<file path="src/irtp_map.vh">
`ifndef IRTP_MAP_VH
`define IRTP_MAP_VH
// counter widths
`define IRTP_W16            16
`define IRTP_W8             8
`define IRTP_NCH16          5
// prescaler field: divide by 2**div, div is 3 bits
`define IRTP_DIV_W          3
// counter modes
`define IRTP_MODE_W         2
`define IRTP_MODE_STOP      2'h0
`define IRTP_MODE_TIMER     2'h1
`define IRTP_MODE_EVENT     2'h2
// reset values
`define IRTP_RST_PERIOD16   16'hffff
`define IRTP_RST_PERIOD8    8'hff
`define IRTP_RST_CMP16      16'h0000
`define IRTP_RST_CMP8       8'h00
`endif

</file>
<file path="src/irtp_top.v">
`timescale 1ns/100ps
`default_nettype none
`include "irtp_map.vh"
module irtp_top #(
  parameter W16 = `IRTP_W16,
  parameter W8  = `IRTP_W8,
  parameter NCH = `IRTP_NCH16
) (
  input  wire                    SYS_CLK,
  input  wire                    SRST,
  // wide timer configuration
  input  wire [`IRTP_MODE_W-1:0] WIDE_MODE,
  input  wire [`IRTP_DIV_W-1:0]  WIDE_DIV,
  input  wire [W16-1:0]          WIDE_PERIOD,
  input  wire [NCH*W16-1:0]      WIDE_CMP,
  input  wire [NCH-1:0]          WIDE_CAP_MODE,
  input  wire [NCH-1:0]          WIDE_PWM_INIT,
  input  wire                    WIDE_EV_IN,
  input  wire [NCH-1:0]          WIDE_CH_IN,
  input  wire                    IR_MODE,
  // narrow timers configuration, timer a then b packed low to high
  input  wire [2*`IRTP_MODE_W-1:0] NAR_MODE,
  input  wire [2*`IRTP_DIV_W-1:0]  NAR_DIV,
  input  wire [2*W8-1:0]         NAR_PERIOD,
  input  wire [2*W8-1:0]         NAR_CMP,
  input  wire [1:0]              NAR_PWM_INIT,
  input  wire [1:0]              NAR_EV_IN,
  // pin location select per timer: bit0 wide, bit1 narrow a, bit2 narrow b
  input  wire [2:0]              LOC_SEL,
  // status
  output reg  [W16-1:0]          WIDE_COUNT,
  output reg  [NCH*W16-1:0]      WIDE_CAPTURE,
  output reg  [NCH-1:0]          WIDE_CAP_FLAG,
  output reg                     WIDE_WRAP,
  output wire [2*W8-1:0]         NAR_COUNT,
  output reg  [1:0]              NAR_WRAP,
  // pins: location 0 and 1
  output reg  [NCH-1:0]          WIDE_PIN_LOC0,
  output reg  [NCH-1:0]          WIDE_PIN_LOC1,
  output reg  [1:0]              NAR_PIN_LOC0,
  output reg  [1:0]              NAR_PIN_LOC1,
  output reg                     IR_OUT
);
  wire [1:0]      nar_wrap;
  wire [1:0]      nar_pwm;
  wire            tick_p;
  wire            step;
  wire            run;
  wire            wrap;
  reg  [NCH-1:0]  pwm_q;
  reg  [NCH-1:0]  ch_in_q;
  reg  [NCH-1:0]  ch_out;
  wire [NCH-1:0]  ch_edge;

  // the two narrow timers share one module
  genvar g;
  generate
    for (g = 0; g < 2; g = g + 1) begin : g_nar
      irtp_ctr8 #(.W(W8)) u_ctr8 (
        .clk      (SYS_CLK),
        .srst     (SRST),
        .mode     (NAR_MODE[g*`IRTP_MODE_W +: `IRTP_MODE_W]),
        .div      (NAR_DIV[g*`IRTP_DIV_W +: `IRTP_DIV_W]),
        .period   (NAR_PERIOD[g*W8 +: W8]),
        .cmp      (NAR_CMP[g*W8 +: W8]),
        .pwm_init (NAR_PWM_INIT[g]),
        .ev_in    (NAR_EV_IN[g]),
        .count    (NAR_COUNT[g*W8 +: W8]),
        .wrap     (nar_wrap[g]),
        .pwm      (nar_pwm[g])
      );
    end
  endgenerate

  assign run = (WIDE_MODE != `IRTP_MODE_STOP);

  // wide prescaler only runs in timer mode and outside infrared mode
  irtp_presc u_presc (
    .clk  (SYS_CLK),
    .srst (SRST),
    .en   ((WIDE_MODE == `IRTP_MODE_TIMER) && !IR_MODE),
    .div  (WIDE_DIV),
    .tick (tick_p)
  );

  // step source: carrier periods, input events or prescaled ticks
  assign step = IR_MODE ? nar_wrap[0] :
                (WIDE_MODE == `IRTP_MODE_EVENT) ? WIDE_EV_IN : tick_p;
  assign wrap = run && step && (WIDE_COUNT == WIDE_PERIOD);

  // wide counter
  always @(posedge SYS_CLK) begin
    if (SRST || !run) begin
      WIDE_COUNT <= {W16{1'b0}};
    end else if (wrap) begin
      WIDE_COUNT <= {W16{1'b0}};
    end else if (step) begin
      WIDE_COUNT <= WIDE_COUNT + 16'h0001;
    end
  end

  // registered period-complete pulses for chaining observers
  always @(posedge SYS_CLK) begin
    if (SRST) begin
      WIDE_WRAP <= 1'b0;
      NAR_WRAP  <= 2'h0;
    end else begin
      WIDE_WRAP <= wrap;
      NAR_WRAP  <= nar_wrap;
    end
  end

  // input edge detect; inputs are synchronous so one register stage suffices
  always @(posedge SYS_CLK) begin
    if (SRST) begin
      ch_in_q <= {NCH{1'b0}};
    end else begin
      ch_in_q <= WIDE_CH_IN;
    end
  end
  assign ch_edge = WIDE_CH_IN ^ ch_in_q;

  // five channels: pwm or capture, chosen per channel
  generate
    for (g = 0; g < NCH; g = g + 1) begin : g_ch
      always @(posedge SYS_CLK) begin
        if (SRST || !run || WIDE_CAP_MODE[g]) begin
          pwm_q[g] <= WIDE_PWM_INIT[g];
        end else if (wrap) begin
          pwm_q[g] <= WIDE_PWM_INIT[g];
        end else if (step && (WIDE_COUNT == WIDE_CMP[g*W16 +: W16])) begin
          pwm_q[g] <= ~WIDE_PWM_INIT[g];
        end
      end
      // capture latches the count on any edge; flag sticks until reset
      always @(posedge SYS_CLK) begin
        if (SRST) begin
          WIDE_CAPTURE[g*W16 +: W16] <= `IRTP_RST_CMP16;
          WIDE_CAP_FLAG[g]           <= 1'b0;
        end else if (WIDE_CAP_MODE[g] && ch_edge[g]) begin
          WIDE_CAPTURE[g*W16 +: W16] <= WIDE_COUNT;
          WIDE_CAP_FLAG[g]           <= 1'b1;
        end
      end
    end
  endgenerate

  // channel outputs toward pins; capture channels show their init level
  always @* begin
    ch_out = pwm_q;
  end

  // modulated carrier: channel 0 gated by the first narrow timer
  always @(posedge SYS_CLK) begin
    if (SRST) begin
      IR_OUT <= 1'b0;
    end else begin
      IR_OUT <= IR_MODE & pwm_q[0] & nar_pwm[0];
    end
  end

  // pin routing: unselected location stays low
  always @(posedge SYS_CLK) begin
    if (SRST) begin
      WIDE_PIN_LOC0 <= {NCH{1'b0}};
      WIDE_PIN_LOC1 <= {NCH{1'b0}};
      NAR_PIN_LOC0  <= 2'h0;
      NAR_PIN_LOC1  <= 2'h0;
    end else begin
      WIDE_PIN_LOC0 <= LOC_SEL[0] ? {NCH{1'b0}} : ch_out;
      WIDE_PIN_LOC1 <= LOC_SEL[0] ? ch_out : {NCH{1'b0}};
      NAR_PIN_LOC0  <= nar_pwm & ~LOC_SEL[2:1];
      NAR_PIN_LOC1  <= nar_pwm & LOC_SEL[2:1];
    end
  end
endmodule // irtp_top
`default_nettype wire

</file>
<file path="src/irtp_presc.v">
`timescale 1ns/100ps
`default_nettype none
`include "irtp_map.vh"
// prescaler: tick once every 2**div cycles while enabled
module irtp_presc #(
  parameter DW = 7
) (
  input  wire                   clk,
  input  wire                   srst,
  input  wire                   en,
  input  wire [`IRTP_DIV_W-1:0] div,
  output wire                   tick
);
  reg  [DW-1:0] cnt_q;
  wire [DW-1:0] mask;

  assign mask = (7'h01 << div) - 7'h01;
  assign tick = en && ((cnt_q & mask) == {DW{1'b0}});

  // free-running count, held at zero when disabled so the first tick is immediate
  always @(posedge clk) begin
    if (srst || !en) begin
      cnt_q <= {DW{1'b0}};
    end else begin
      cnt_q <= cnt_q + 7'h01;
    end
  end
endmodule // irtp_presc
`default_nettype wire

</file>
<file path="src/irtp_ctr8.v">
`timescale 1ns/100ps
`default_nettype none
`include "irtp_map.vh"
// 8-bit timer with one compare channel
module irtp_ctr8 #(
  parameter W = 8
) (
  input  wire                    clk,
  input  wire                    srst,
  input  wire [`IRTP_MODE_W-1:0] mode,
  input  wire [`IRTP_DIV_W-1:0]  div,
  input  wire [W-1:0]            period,
  input  wire [W-1:0]            cmp,
  input  wire                    pwm_init,
  input  wire                    ev_in,
  output reg  [W-1:0]            count,
  output wire                    wrap,
  output reg                     pwm
);
  wire tick_p;
  wire step;
  wire run;

  assign run = (mode != `IRTP_MODE_STOP);

  irtp_presc u_presc (
    .clk  (clk),
    .srst (srst),
    .en   (mode == `IRTP_MODE_TIMER),
    .div  (div),
    .tick (tick_p)
  );

  // event mode counts input pulses, timer mode counts prescaled ticks
  assign step = (mode == `IRTP_MODE_EVENT) ? ev_in : tick_p;
  assign wrap = run && step && (count == period);

  // counter restarts from zero after reaching the period
  always @(posedge clk) begin
    if (srst || !run) begin
      count <= {W{1'b0}};
    end else if (wrap) begin
      count <= {W{1'b0}};
    end else if (step) begin
      count <= count + 8'h01;
    end
  end

  // pwm: flips on compare, back to initial level at period start
  always @(posedge clk) begin
    if (srst || !run) begin
      pwm <= pwm_init;
    end else if (wrap) begin
      pwm <= pwm_init;
    end else if (step && (count == cmp)) begin
      pwm <= ~pwm_init;
    end
  end
endmodule // irtp_ctr8
`default_nettype wire

</file>
<file path="config.mk">
export PLATFORM = sky130hd
export DESIGN_NAME = irtp_top
export DESIGN_NICKNAME = d
export VERILOG_FILES = /design/src/irtp_top.v /design/src/irtp_presc.v /design/src/irtp_ctr8.v
export VERILOG_INCLUDE_DIRS = /design/src /design/src/src
export SDC_FILE = /design/constraint.sdc
export NUM_CORES = 1
export LEC_CHECK = 0
export ABC_AREA = 1
export BUFFER_PORTS_ARGS = -buffer_cell sky130_fd_sc_hd__buf_4
export CELL_PAD_IN_SITES_DETAIL_PLACEMENT = 1
export CELL_PAD_IN_SITES_GLOBAL_PLACEMENT = 2
export CORE_AREA = 2 2 206 167
export DETAILED_ROUTE_END_ITERATION = 7
export DIE_AREA = 0 0 208 169
export GPL_ROUTABILITY_DRIVEN = 0
export GPL_TIMING_DRIVEN = 0
export MAX_ROUTING_LAYER = met4
export PLACE_DENSITY_LB_ADDON = 0.1
export SETUP_SLACK_MARGIN = 0.5
export SLEW_MARGIN = 20
export SYNTH_ARGS = -nofsm -noshare
export SYNTH_HDL_FRONTEND = slang
export SYNTH_HIERARCHICAL = 1
export SYNTH_SLANG_ARGS = --single-unit
export TNS_END_PERCENT = 100
</file>
<file path="constraint.sdc">
create_clock -name SYS_CLK -period 3.2 [get_ports SYS_CLK]
set_input_delay 0.64 -clock SYS_CLK [delete_from_list [all_inputs] [get_ports SYS_CLK]]
set_output_delay 0.64 -clock SYS_CLK [all_outputs]
set_load 0.1 [all_outputs]
</file>
Yosys cells after proc, flatten, opt, wreduce, memory -nomap -nowiden
Index checks and enable logic that the tools add are counted.
- add/subtract/negate cells: 9
- eq/ne operators: 16
- shifts and indexed selects: 3
- muxes and demuxes: 25
- bitwise operators: 17
- reduce and logical (&&, ||, !) cells: 58
- operator list (operator ; count):
    $eq 16x16->1 ; 6
    $eq 8x8->1 ; 4
    $mux 1 ; 25
    $logic_and 1x1->1 ; 22
    $add 7x1->7 const B ; 3
    $and 7x7->7 ; 3
    $logic_not 7->1 ; 3
    $reduce_bool 3->1 ; 7
    $shl 1x3->7 const A ; 3
    $sub 7x1->7 const B ; 3
    $add 16x1->16 const B ; 1
    $add 8x1->8 const B ; 2
    $logic_or 1x1->1 ; 11
    $reduce_or 2->1 ; 5
    $not 1->1 ; 8
    $logic_not 1->1 ; 7
    $eq 2x1->1 const B ; 3
    $eq 2x2->1 const B ; 3
    $reduce_bool 2->1 ; 3
    $xor 5x5->5 ; 1
    $and 2x2->2 ; 2
    $and 1x1->1 ; 2
    $not 2->2 ; 1
- bits in registers: 168
- bits of input ports: 169
- output and inout bits: 135
- word-level logic and storage cells: 159

Longest topological paths before layout
Gate-level depths: netlist of run 1.
- depth after elaboration: 13
- depth in mapped cells: 19
- depth with buffers taken out: 17

Cells and area by module
Netlist of run 1, hierarchy kept.
- by module, submodules not included (module ; times used ; cells each ; area an instance (um^2)):
    irtp_top ; 1 ; 780 ; 6105.9
    irtp_ctr8 ; 2 ; 143 ; 845.8
    irtp_presc ; 3 ; 55 ; 344.1

Worst setup path after synthesis of run 1
OpenSTA, ideal clock, no wires.
- path kind: register -> register
- from: reg g_nar[0].u_ctr8.count[0]
- to: reg pwm_q[1] (netlist: ch_out[1]) (enable)
- library setup time: 294 ps
- data arrival time: 2378 ps
- data required time: 2906 ps
- path slack: 527 ps
- cell stages (with the launch flop): 11
- period minus slack after synthesis: 2673 ps
- cell sequence: dfxtp_1 inv_1 nand2_1 and2_1 nand4_1 nor3_1 nand2_1 a21oi_1 nand3_4 buf_6 nand3_1
- word-level cells in the longest chain between the ends: 6
- RTL lines (item ; RTL line ; RTL):
    from (decl) ; irtp_ctr8.v:16 ; output reg [W-1:0] count,
    from (signal assigned) ; irtp_ctr8.v:41 ; count <= {W{1'b0}};
    from (signal assigned) ; irtp_ctr8.v:43 ; count <= {W{1'b0}};
    from (signal assigned) ; irtp_ctr8.v:45 ; count <= count + 8'h01;
    $eq 8x8->1 * ; irtp_ctr8.v:36 ; assign wrap = run && step && (count == period);
    $logic_and 1x1->1 * ; irtp_ctr8.v:36 ;
    named net nar_wrap[0] ; irtp_top.v:44 ; wire [1:0] nar_wrap;
    $mux 1 * ; irtp_top.v:87 ; assign step = IR_MODE ? nar_wrap[0] :
    $logic_and 1x1->1 (2 in a row) ; irtp_top.v:89 ; assign wrap = run && step && (WIDE_COUNT == WIDE_PERIOD);
    $reduce_bool 3->1 (no line) * ; - ;
    to (signal, indexed assignment) ; irtp_top.v:128 ; pwm_q[g] <= WIDE_PWM_INIT[g];
    to (signal, indexed assignment) ; irtp_top.v:130 ; pwm_q[g] <= WIDE_PWM_INIT[g];
    to (signal, indexed assignment) ; irtp_top.v:132 ; pwm_q[g] <= ~WIDE_PWM_INIT[g];
    to (decl) ; irtp_top.v:50 ; reg [NCH-1:0] pwm_q;
Mark *: on every way through the listed nets, which the timed path passes. The rest lies on a longest branch.
A chain may end at the register's enable or synchronous reset.

Final worst setup path of run 1
- from: in NAR_MODE[0]
- to: reg pwm_q[0] (netlist: ch_out[0]) (enable)
- word-level cells in the longest chain between the ends: 9
- RTL lines (item ; RTL line ; RTL):
    from (decl) ; irtp_top.v:22 ; input wire [2*`IRTP_MODE_W-1:0] NAR_MODE,
    $eq 2x1->1 (no line) * ; - ;
    $logic_and 1x1->1 * ; irtp_presc.v:18 ; assign tick = en && ((cnt_q & mask) == {DW{1'b0}});
    named net g_nar[0].u_ctr8.tick_p ; irtp_ctr8.v:20 ; wire tick_p;
    $mux 1 * ; irtp_ctr8.v:35 ; assign step = (mode == `IRTP_MODE_EVENT) ? ev_in : tick_p;
    $logic_and 1x1->1 * (2 in a row) ; irtp_ctr8.v:36 ;
    named net nar_wrap[0] ; irtp_top.v:44 ;
    $mux 1 * ; irtp_top.v:87 ;
    $logic_and 1x1->1 (2 in a row) ; irtp_top.v:89 ;
    $reduce_bool 3->1 (no line) * ; - ;
Marked as above.

==> out/metrics.cfg, run 1 <==
[outcome]
status=finished, final reports clean

[synthesis]
synth_cell_types=35
synthArstFlopShare_pct=0
avgSynthCellArea_sq_um=7.173
syn-instance-count=1231
synth_edf_count=7
synthTopCellsByArea=dfxtp_1, nand2_1, xnor2_1, nor2_1, a21oi_1
ys_seq_area_share_pct=38.88
yosys.area.top_type=dfxtp_1
synth_most_common_cell=nand2_1
synth_top_area_share_pct=36.50
synth_common_cells=nand2_1, nor2_1, dfxtp_1, inv_1, a21oi_1
yosys_warnings=6
synth_ff_type=dfxtp_1
syn-num-nets=1406
syn_area_sq_mm=0.008830
ys_ff_latch=168

[floorplanning]
die_h_microns=169
die_w_microns=208
rows=60
core-area_sq_mm=0.03318
ios=304
dieArea_sq_mm=0.03515
initial_core_util_pct=26.61

[routing]
viasPerCell=4.466
ant_nets=0
vias=8945
wl_per_cell_microns=17.73
met1Wirelength_microns=17460
wl_met2_microns=15740
wirelength_microns=35520
drc_errors=0
wl_met3_microns=2061
top_layer=met4
drtIter0Drc=339
drtPass1Iterations=4

[worst_setup_path]
critPathCaptureType=flop
path_class=in -> reg
critPathLaunchType=primary input
cp.required_ns=3.36
crit_arrival_ns=2.64
cp_max_fo=10

[sta]
worstMarginPinSlew_ns=0.7005
fin_skew_ns=0.01135
relSlewSlack_pct=53.30
finalHoldViolations=0
maxSlewViolCount=0
hold_ws_ns=0.3550
layout_setup_ws_ns=0.7214
fmax_mhz=403.5
setup_violations=0
finalCritPeriodShare_pct=77.46
finalCriticalPeriod_ns=2.479
rsz0062_at_grt=no

[global_route]
grt_max_degree=19
grt_pass1_wl_microns=54480
antenna_found_initial=1
grt_overflow_total=0
grt_pass1_vias=9185
grt_usage_pct=20.83

[cts]
clk_pin_slew_ns=0.08
cts_sinks=168
tritoncts=built
clock_latency_ns=0.44
clock-root-buffer=clkbuf_16
numCtsBuffers=17
cts_buffer_depth=2
clock_tree.htree_level_count=4
holdBufCountCts=0

[cells_and_area]
n_fill_cell=4158
instances_no_fill=2003
fin_nets=1730
drive_above_1_share_pct=26.59
area_growth_pct=39.32

[power_and_ir_drop]
finalPower_mw=5.812
leakage_nw=5.421
powerDensity_mw_per_mm2=472.4
peakVddDrop_v=0.0003656

[placement]
place_worst_setup_slack_ns=-0.08480
place_inst=1968
dp_hpwl_microns=28450
io_buffer_count=303

[flow_run]
drv_cap=0

[hold_path]
hold_class=in -> reg

-- timing repair --
action	CTS	global route
setup endpoints to repair	15	21
buffers inserted	0	2
gates resized for setup	5	3
pin swaps	0	3
-- through the flow --
stage,util [%],area (sq um),TNS (ns)
after floorplan,-,8830,0
after global placement,35.10,11650,-0.1285
after detailed placement,35.10,11650,-0.4044
after CTS,36.99,12270,0
after global routing,37.07,12300,0
final,37.07,12300,0
-- critical path, stage by stage --
cell and delay [ns]:
buf_4 0.09, inv_1 0.06, nor2_1 0.10, inv_1 0.06, nor2_1 0.10, nand3_1 0.07, nor2_1 0.13, nand2_1 0.09
nand2_2 0.10, buf_6 0.15, o211ai_1 0.11, nor3_2 0.18, nand2_2 0.15, nand2_2 0.16, buf_6 0.17, nand3_1 0.17
nand3_1 0.12
-- power by group --
group	switching, mW	internal [mW]
Clock	1.04	1.10
Combinational	1.01	0.398
Sequential	0.0636	2.21
Total	2.11	3.70
-- worst paths after layout --
kind                                          startpoint                            end  slack [ns]  cells past startpoint
max reg2reg  g_nar[0].u_ctr8/u_presc/cnt_q[2]$_SDFF_PP0_            ch_out[0]$_DFFE_PP_        0.75                     15
max                                          NAR_MODE[0]            ch_out[0]$_DFFE_PP_        0.72                     17
min                                           LOC_SEL[2]     NAR_PIN_LOC0[1]$_SDFF_PP0_        0.36                      2
min reg2reg                WIDE_CAP_FLAG[2]$_SDFFE_PP0P_  WIDE_CAP_FLAG[2]$_SDFFE_PP0P_        0.48                      2
-- layout by cell type (no fill, tap or decap), types with 3 or more instances in the layout --
| cell | synthesis | routed |
|---|---|---|
| nor2_2 | 14 | 14 |
| inv_4 | 13 | 14 |
| inv_1 | 128 | 128 |
| clkinv_8 | 0 | 5 |
| nand2_4 | 3 | 3 |
| inv_6 | 2 | 4 |
| xor2_1 | 28 | 28 |
| nand2_2 | 9 | 11 |
| xnor2_1 | 90 | 90 |
| inv_2 | 7 | 7 |
| buf_4 | 4 | 309 |
| ha_1 | 6 | 6 |
| nor2_1 | 170 | 170 |
| nand3_1 | 47 | 47 |
| clkbuf_16 | 0 | 18 |
| dfxtp_1 | 161 | 161 |
| clkbuf_1 | 23 | 24 |
| nand2_1 | 236 | 234 |
| buf_6 | 18 | 19 |
| nand4_1 | 31 | 31 |
| edfxtp_1 | 7 | 7 |
| nand3b_1 | 5 | 5 |
| a21oi_1 | 106 | 105 |
| inv_8 | 0 | 3 |
| o21ai_0 | 93 | 92 |
| nor3_1 | 12 | 11 |
-- routing by layer --
layer	GRT usage, %	vias up
met5	-	-
met2	31.92	203
met3	5.529	18
li1	-	4546
met4	3.608	0
met1	27.87	4178
-- cell families (layout without fill, tap and decap cells) --
group | Yosys count | in the layout | synth area share [%]
and+or+nand+nor | 538 | 538 | 26.23
AOI/OAI and AO/OA | 201 | 201 | 11.45
buffers and inverters | 200 | 537 | 10.88
DFF | 168 | 168 | 38.88
xor gates and xnor gates | 118 | 118 | 11.70
adders and majority gates | 6 | 6 | 0.8502
other | 0 | 1 | 0
-- layout make-up --
cell class,count,area (sq um),share of cell area (%)
multi-input cells,863,4457,36.23
flip-flops and latches,168,3433,27.91
repair buffers,305,2290,18.61
inverters,151,609.3,4.953
well taps,434,543.0,4.414
clock buffers,19,454.2,3.692
plain buffers,49,357.8,2.909
clock inverters,13,155.1,1.261
diodes,1,2.502,0.02034
-- registers in the layout, summed over array words and instances (netlist names), 7 cells and up --
name                        flops
WIDE_COUNT                     16
g_nar.u_ctr8/u_presc/cnt_q     14
g_nar.u_ctr8/count             16
WIDE_CAPTURE                   80
u_presc/cnt_q                   7
Note: power is estimated with default switching activity, not from simulation.
==> run 2, diff against run 1 <==
--- a/config.mk
+++ b/config.mk
@@ -10,9 +10,9 @@
 export BUFFER_PORTS_ARGS = -buffer_cell sky130_fd_sc_hd__buf_4
 export CELL_PAD_IN_SITES_DETAIL_PLACEMENT = 1
 export CELL_PAD_IN_SITES_GLOBAL_PLACEMENT = 2
-export CORE_AREA = 2 2 206 167
+export CORE_AREA = 2 2 218 177
 export DETAILED_ROUTE_END_ITERATION = 7
-export DIE_AREA = 0 0 208 169
+export DIE_AREA = 0 0 220 179
 export GPL_ROUTABILITY_DRIVEN = 0
 export GPL_TIMING_DRIVEN = 0
 export MAX_ROUTING_LAYER = met4
==> constraint.sdc (replaced) <==
create_clock -name SYS_CLK -period 2 [get_ports SYS_CLK]
set_input_delay 0.4 -clock SYS_CLK [delete_from_list [all_inputs] [get_ports SYS_CLK]]
set_output_delay 0.4 -clock SYS_CLK [all_outputs]
set_load 0.1 [all_outputs]
==> run 2 against run 1 <==
Compared with the run above: the run now ends with negative setup slack left; first-iteration DRC count up 21%; total power grew 67%; global-route usage shrank 1.3 points; clock skew is 0.0034 ns higher; clock power up 61%; cell area rose by 16%; non-clock buffer count is 38 higher; count of clock-buffer cells in the layout down 2; hold slack got worse by 0.25 ns; final cell count is 4.9% higher; critical endpoint is now ch_out[4]$_DFFE_PP_; largest cell class unchanged; largest power group unchanged; highest routed layer unchanged.
==> out/metrics.cfg, run 2 (synthesis results as in run 1) <==
[outcome]
status=complete, but fails checks  ; was finished, final reports clean
violations=negative setup slack

[routing]
drtIter0Drc=411  ; was 339
drtPass1Iterations=5  ; was 4
ant_nets=0  ; unchanged
vias=9231  ; was 8945
viasPerCell=4.392  ; was 4.466
drc_errors=0  ; unchanged
wirelength_microns=37920  ; was 35520 microns
wl_per_cell_microns=18.04  ; was 17.73 microns

[sta]
finalCriticalPeriod_ns=2.466
tns_ns=-12.20  ; was 0 ns
worstMarginPinSlew_ns=0.6453  ; was 0.7005 ns
maxSlewViolCount=0  ; unchanged
setup_violations=34  ; was 0
rsz0062_at_grt=yes  ; was no
fin_skew_ns=0.01478  ; was 0.01135 ns
finalCritPeriodShare_pct=123.3
fmax_mhz=405.5
finalHoldViolations=0  ; unchanged
relSlewSlack_pct=56.82  ; was 53.30%
hold_ws_ns=0.1075  ; was 0.3550 ns
layout_setup_ws_ns=-0.4663  ; was 0.7214 ns

[worst_setup_path]
slowest_stage=dfxtp_2  ; was nor3_2
critPathLaunchType=flop  ; was primary input
critPathCaptureType=flop  ; unchanged
reg2regPathDepth=16  ; was 15
cp_num_cells=16  ; was 17
worst-path-buf-inv=3  ; was 5
reg2reg_slack_ns=-0.47  ; was 0.75 ns
path_delay_family=simple AND/OR/NAND/NOR gates  ; unchanged
max_stage_delay_ns=0.34  ; was 0.18 ns
cp.required_ns=2.16  ; was 3.36 ns
path_class=reg -> reg  ; was in -> reg
cp_max_fo=7  ; was 10
path_cells=nor2_4 -> nor2_1 -> nor2_1 -> nand3_1 -> nor2_2 -> nand2_1 -> nand2_2 -> buf_6 -> o211ai_1 -> nor3_2 -> nand2_2 -> buf_6 -> nand2_8 -> buf_8 -> nand3_2 -> nand3_2  ; was buf_4 -> inv_1 -> nor2_1 -> inv_1 -> nor2_1 -> nand3_1 -> nor2_1 -> nand2_1 -> nand2_2 -> buf_6 -> o211ai_1 -> nor3_2 -> nand2_2 -> nand2_2 -> buf_6 -> nand3_1 -> nand3_1
crit_arrival_ns=2.63  ; was 2.64 ns

[cts]
numCtsBuffers=17  ; unchanged
cts_buffer_depth=2  ; unchanged
holdBufCountCts=0  ; unchanged
tritoncts=built  ; unchanged
clk_pin_slew_ns=0.08  ; about the same
clock_tree.htree_level_count=4  ; unchanged
clock_latency_ns=0.45  ; was 0.44 ns
cts_sinks=168  ; unchanged
clock-root-buffer=clkbuf_16  ; unchanged

[power_and_ir_drop]
peakVddDrop_v=0.0005952  ; was 0.0003656 V
netSwitchingPower_mw=3.563  ; was 2.110 mW
intPower_mw=6.125  ; was 3.702 mW
powerDensity_mw_per_mm2=679.6  ; was 472.4 mW/mm^2
leakage_nw=6.032  ; was 5.421 nW
combPwrFrac_pct=27.0  ; was 24.2%
p_sw_share_pct=36.78  ; was 36.31%
power_frac_seq_pct=37.7  ; was 39.1%
clock_power_share_pct=35.3  ; was 36.7%

[flow_run]
drv_cap=0  ; unchanged

[cells_and_area]
final_common_cell=nand2_1  ; was buf_4
final_cell_mix=nand2_1, buf_4, nor2_1, inv_1, dfxtp_1  ; was buf_4, nand2_1, nor2_1, dfxtp_1, inv_1
drive_above_1_share_pct=36.43  ; was 26.59%
fin_nets=1768  ; was 1730
area_growth_pct=61.46  ; was 39.32%
instances_no_fill=2102  ; was 2003
stdcell_area_sq_mm=0.01426  ; was 0.01230 sq mm
regMostFlops=WIDE_CAPTURE  ; unchanged
largest_reg_flops=80  ; unchanged
post-route-util_pct=38.04  ; was 37.07%
top_regs=WIDE_CAPTURE: 80 flops, WIDE_COUNT: 16 flops, g_nar.u_ctr8/count: 16 flops  ; unchanged

[global_route]
grt_usage_pct=19.55  ; was 20.83%
grt_overflow_total=0  ; unchanged
met2_usage_pct=29.76  ; was 31.92%
grt_max_degree=20  ; was 19
antenna_found_initial=1  ; unchanged
met1_usage_pct=25.91  ; was 27.87%
grt_pass1_vias=9469  ; was 9185
grt_pass1_wl_microns=56020  ; was 54480 microns
gr-max-usage-layer=met2  ; unchanged
use_met3_pct=5.310  ; was 5.529%

[floorplanning]
die_w_microns=220  ; was 208 microns
ios=304  ; unchanged
dieArea_sq_mm=0.03938  ; was 0.03515 sq mm
core-area_sq_mm=0.03748  ; was 0.03318 sq mm
rows=64  ; was 60
initial_core_util_pct=23.56  ; was 26.61%
die_h_microns=179  ; was 169 microns

[placement]
place_inst=2029  ; was 1968
dp_hpwl_microns=29430  ; was 28450 microns
placed_area_sq_mm=0.01190  ; was 0.01165 sq mm
io_buffer_count=303  ; unchanged

[hold_path]
hold_class=in -> reg  ; unchanged
holdPathStages=2  ; unchanged

run 2: worst paths after layout:
path | to | from
worst max-delay path | ch_out[4]$_DFFE_PP_ | g_nar[0].u_ctr8/u_presc/cnt_q[3]$_SDFF_PP0_
worst min-delay path | NAR_PIN_LOC0[1]$_SDFF_PP0_ | LOC_SEL[2]
worst max register to register | ch_out[4]$_DFFE_PP_ | g_nar[0].u_ctr8/u_presc/cnt_q[3]$_SDFF_PP0_
worst min register to register | g_nar[0].u_ctr8/u_presc/cnt_q[0]$_SDFF_PP0_ | g_nar[0].u_ctr8/u_presc/cnt_q[0]$_SDFF_PP0_
run 2: timing repair:
item	4_1_cts	5_1_grt
gates cloned	4	1
setup endpoints to repair	248	163
resized for setup	202	156
setup buffers	19	16
pin swaps	18	33
run 2: metal layers:
layer	vias up	wire length, microns	share of wire [%]
met5	-	0	0
met4	0	437	1.2
met3	25	2601	6.9
met2	223	17060	45
met1	4364	17820	47
li1	4619	-	-
run 2: final cells by class:
class | count | area [sq um]
Antenna cell | 1 | 2.502
Buffer | 49 | 395.4
Clock buffer | 17 | 425.4
Clock inverter | 15 | 175.2
Fill cell | 4548 | 23220
Inverter | 151 | 634.4
Multi-Input combinational cell | 863 | 4862
Sequential cell | 168 | 3537
Tap cell | 495 | 619.3
Timing Repair Buffer | 343 | 3605
run 2: metrics by stage:
stage          setup slack [ns]  power, mW
2_1_floorplan           -0.2870      5.208
3_3_place_gp             -1.093      5.961
3_5_place_dp             -1.085      5.979
4_1_cts                 -0.5402      9.660
5_1_grt                 -0.6177      10.15
6_report                -0.4663      9.688
run 2: power groups by stage:
stage               Clock [mW]  Sequential (mW)  Combinational [mW]
CTS                       3.56             3.64                2.47
detailed placement           0             3.69                2.29
global route              3.70             3.67                2.77
floorplan                    0             4.67               0.535
finish                    3.42             3.65                2.62
global placement             0             3.69                2.27
==> run 3, diff against run 2 <==
==> constraint.sdc (replaced) <==
create_clock -name SYS_CLK -period 2 [get_ports SYS_CLK]
set_input_delay 0.4 -clock SYS_CLK [delete_from_list [all_inputs] [get_ports SYS_CLK]]
set_output_delay 0.4 -clock SYS_CLK [all_outputs]
set_load 0.005 [all_outputs]
==> run 3 against run 2 <==
Compared with the run above: the flow still finishes with violations (negative setup slack); total power is 13% lower; critical path depth increased by 1; highest routed layer unchanged; critical path type unchanged; core utilization fell by 3.2 points; critical endpoint is now ch_out[1]$_DFFE_PP_; die area stayed put; setup slack lost 0.0059 ns.
==> out/metrics.cfg, run 3 (synthesis results as in run 1) <==
[global_route]
grt_usage_pct=19.09  ; was 19.55%
antenna_found_initial=0  ; was 1
grt_max_degree=20  ; unchanged
grt_overflow_total=0  ; unchanged
grt_pass1_wl_microns=54870  ; was 56020 microns
grt_pass1_vias=9305  ; was 9469

[cells_and_area]
diodes=0  ; was 1
fin_nets=1755  ; was 1768
regMostFlops=WIDE_CAPTURE  ; unchanged
drive_above_1_share_pct=33.58  ; was 36.43%
stdcell_area_sq_mm=0.01306  ; was 0.01426 sq mm
final_cell_mix=buf_4, nand2_1, nor2_1, dfxtp_1, inv_1  ; was nand2_1, buf_4, nor2_1, inv_1, dfxtp_1
post-route-util_pct=34.85  ; was 38.04%
area_growth_pct=47.92  ; was 61.46%
largest_reg_flops=80  ; unchanged
final_common_cell=buf_4  ; was nand2_1
top_regs=WIDE_CAPTURE: 80 flops, WIDE_COUNT: 16 flops, g_nar.u_ctr8/count: 16 flops  ; unchanged

[outcome]
status=complete, but fails checks  ; unchanged
violations=negative setup slack  ; unchanged

[placement]
io_buffer_count=303  ; unchanged
dp_hpwl_microns=29080  ; was 29430 microns
placed_area_sq_mm=0.01182  ; was 0.01190 sq mm

[sta]
worstMarginPinSlew_ns=0.6235  ; was 0.6453 ns
fin_skew_ns=0.01352  ; was 0.01478 ns
maxSlewViolCount=0  ; unchanged
finalCritPeriodShare_pct=123.6  ; was 123.3%
setup_violations=27  ; was 34
fmax_mhz=404.5  ; was 405.5 MHz
rsz0062_at_grt=yes  ; unchanged
layout_setup_ws_ns=-0.4721  ; was -0.4663 ns
finalHoldViolations=0  ; unchanged
relSlewSlack_pct=58.28  ; was 56.82%
finalCriticalPeriod_ns=2.472  ; was 2.466 ns

[cts]
clock-root-buffer=clkbuf_16  ; unchanged
tritoncts=built  ; unchanged
clk_pin_slew_ns=0.08  ; about the same
numCtsBuffers=17  ; unchanged
clock_tree.htree_level_count=4  ; unchanged
clock_latency_ns=0.45  ; about the same
cts_buffer_depth=2  ; unchanged
cts_sinks=168  ; unchanged

[floorplanning]
die_w_microns=220  ; unchanged
die_h_microns=179  ; unchanged
initial_core_util_pct=23.56  ; unchanged
ios=304  ; unchanged
dieArea_sq_mm=0.03938  ; unchanged
core-area_sq_mm=0.03748  ; unchanged
rows=64  ; unchanged

[worst_setup_path]
cp.required_ns=2.20  ; was 2.16 ns
worst-path-buf-inv=3  ; unchanged
path_delay_family=simple AND/OR/NAND/NOR gates  ; unchanged
slowest_stage=dfxtp_2  ; unchanged
worst_path_most_repeated_cell=nor2_1
path_cells=nor2_1 -> nor2_1 -> nor2_1 -> nand3_1 -> nor2_2 -> nand2_1 -> nand2_2 -> buf_6 -> o211ai_1 -> nor3_2 -> nand2_2 -> a21oi_2 -> nand3_4 -> buf_6 -> buf_8 -> nand3_2 -> nand2_1  ; was nor2_4 -> nor2_1 -> nor2_1 -> nand3_1 -> nor2_2 -> nand2_1 -> nand2_2 -> buf_6 -> o211ai_1 -> nor3_2 -> nand2_2 -> buf_6 -> nand2_8 -> buf_8 -> nand3_2 -> nand3_2
crit_arrival_ns=2.67  ; was 2.63 ns
cp_max_fo=5  ; was 7
critPathLaunchType=flop  ; unchanged
max_stage_delay_ns=0.33  ; was 0.34 ns
path_class=reg -> reg  ; unchanged
critPathCaptureType=flop  ; unchanged

[routing]
wl_per_cell_microns=17.67  ; was 18.04 microns
viasPerCell=4.331  ; was 4.392
vias=9044  ; was 9231
drtPass1Iterations=4  ; was 5
drtIter0Drc=313  ; was 411
wirelength_microns=36890  ; was 37920 microns
drc_errors=0  ; unchanged
ant_nets=0  ; unchanged

[power_and_ir_drop]
clock_power_share_pct=40.5  ; was 35.3%
intPower_mw=5.916  ; was 6.125 mW
peakVddDrop_v=0.0005290  ; was 0.0005952 V
leakage_nw=5.721  ; was 6.032 nW
power_frac_seq_pct=43.2  ; was 37.7%
powerDensity_mw_per_mm2=643.5  ; was 679.6 mW/mm^2
combPwrFrac_pct=16.3  ; was 27.0%
p_sw_share_pct=29.61  ; was 36.78%
netSwitchingPower_mw=2.488  ; was 3.563 mW

[hold_path]
hold_class=in -> reg  ; unchanged

[flow_run]
drv_cap=0  ; unchanged

run 3: changes by cell type in the layout (fill, tap and decap cells not counted), sizes merged:
cell,change
inv,+1
bufbuf,+1
buf,-16
clkinv,-1
nand2,+2
diode,-1
run 3: power by group through the flow:
stage / Sequential [mW] / Clock (mW) / Combinational, mW
global route: 3.65 / 3.68 / 1.53
floorplan: 3.69 / 0 / 0.535
finish: 3.63 / 3.41 / 1.37
CTS: 3.63 / 3.53 / 1.34
global placement: 3.71 / 0 / 1.26
detailed placement: 3.71 / 0 / 1.28
run 3: worst paths after layout:
path	startpoint	to	slack, ns	cells after the start
setup / recovery	g_nar[0].u_ctr8/u_presc/cnt_q[2]$_SDFF_PP0_	ch_out[1]$_DFFE_PP_	-0.47	17
hold / removal	LOC_SEL[2]	NAR_PIN_LOC0[1]$_SDFF_PP0_	0.11	2
setup reg to reg	g_nar[0].u_ctr8/u_presc/cnt_q[2]$_SDFF_PP0_	ch_out[1]$_DFFE_PP_	-0.47	17
hold reg to reg	g_nar[0].u_ctr8/u_presc/cnt_q[0]$_SDFF_PP0_	g_nar[0].u_ctr8/u_presc/cnt_q[0]$_SDFF_PP0_	0.46	1
run 3: metrics by stage:
step | power (mW) | setup WS [ns] | setup TNS [ns] | hold slack, ns | cells
3_3_place_gp | 4.971 | -1.150 | -28.43 | 0.4561 | 2029
6_report | 8.404 | -0.4721 | -10.71 | 0.1059 | 2088
3_5_place_dp | 4.988 | -1.160 | -28.29 | 0.4635 | 2029
4_1_cts | 8.500 | -0.5282 | -12.74 | 0.07838 | 2080
2_1_floorplan | 4.228 | -0.2870 | -5.159 | 0.4382 | 1231
5_1_grt | 8.852 | -0.6820 | -16.40 | 0.08764 | 2088
run 3: metal layers:
layer  up-vias  GRT usage, %  wire length, microns
met5         -             -                     0
met3        23         5.513                  2459
met1      4210         24.81                 17730
li1       4607             -                     -
met2       204         29.45                 16280
met4         0         3.943                   425
run 3: timing repair:
action / in CTS / in global routing
endpoints found under the hold margin: 0 / 0
endpoints found under the setup margin: 147 / 95
resized for setup: 65 / 61
pin swaps: 28 / 23
setup buffers: 14 / 7
gates cloned: 5 / 1
hold buffers: 0 / 0
run 3: layout make-up:
| type | count | area (sq um) |
|---|---|---|
| Buffer | 49 | 392.9 |
| Clock buffer | 17 | 425.4 |
| Clock inverter | 15 | 172.7 |
| Fill cell | 4609 | 24410 |
| Inverter | 151 | 634.4 |
| Multi-Input combinational cell | 865 | 4767 |
| Sequential cell | 168 | 3456 |
| Tap cell | 495 | 619.3 |
| Timing Repair Buffer | 328 | 2594 |
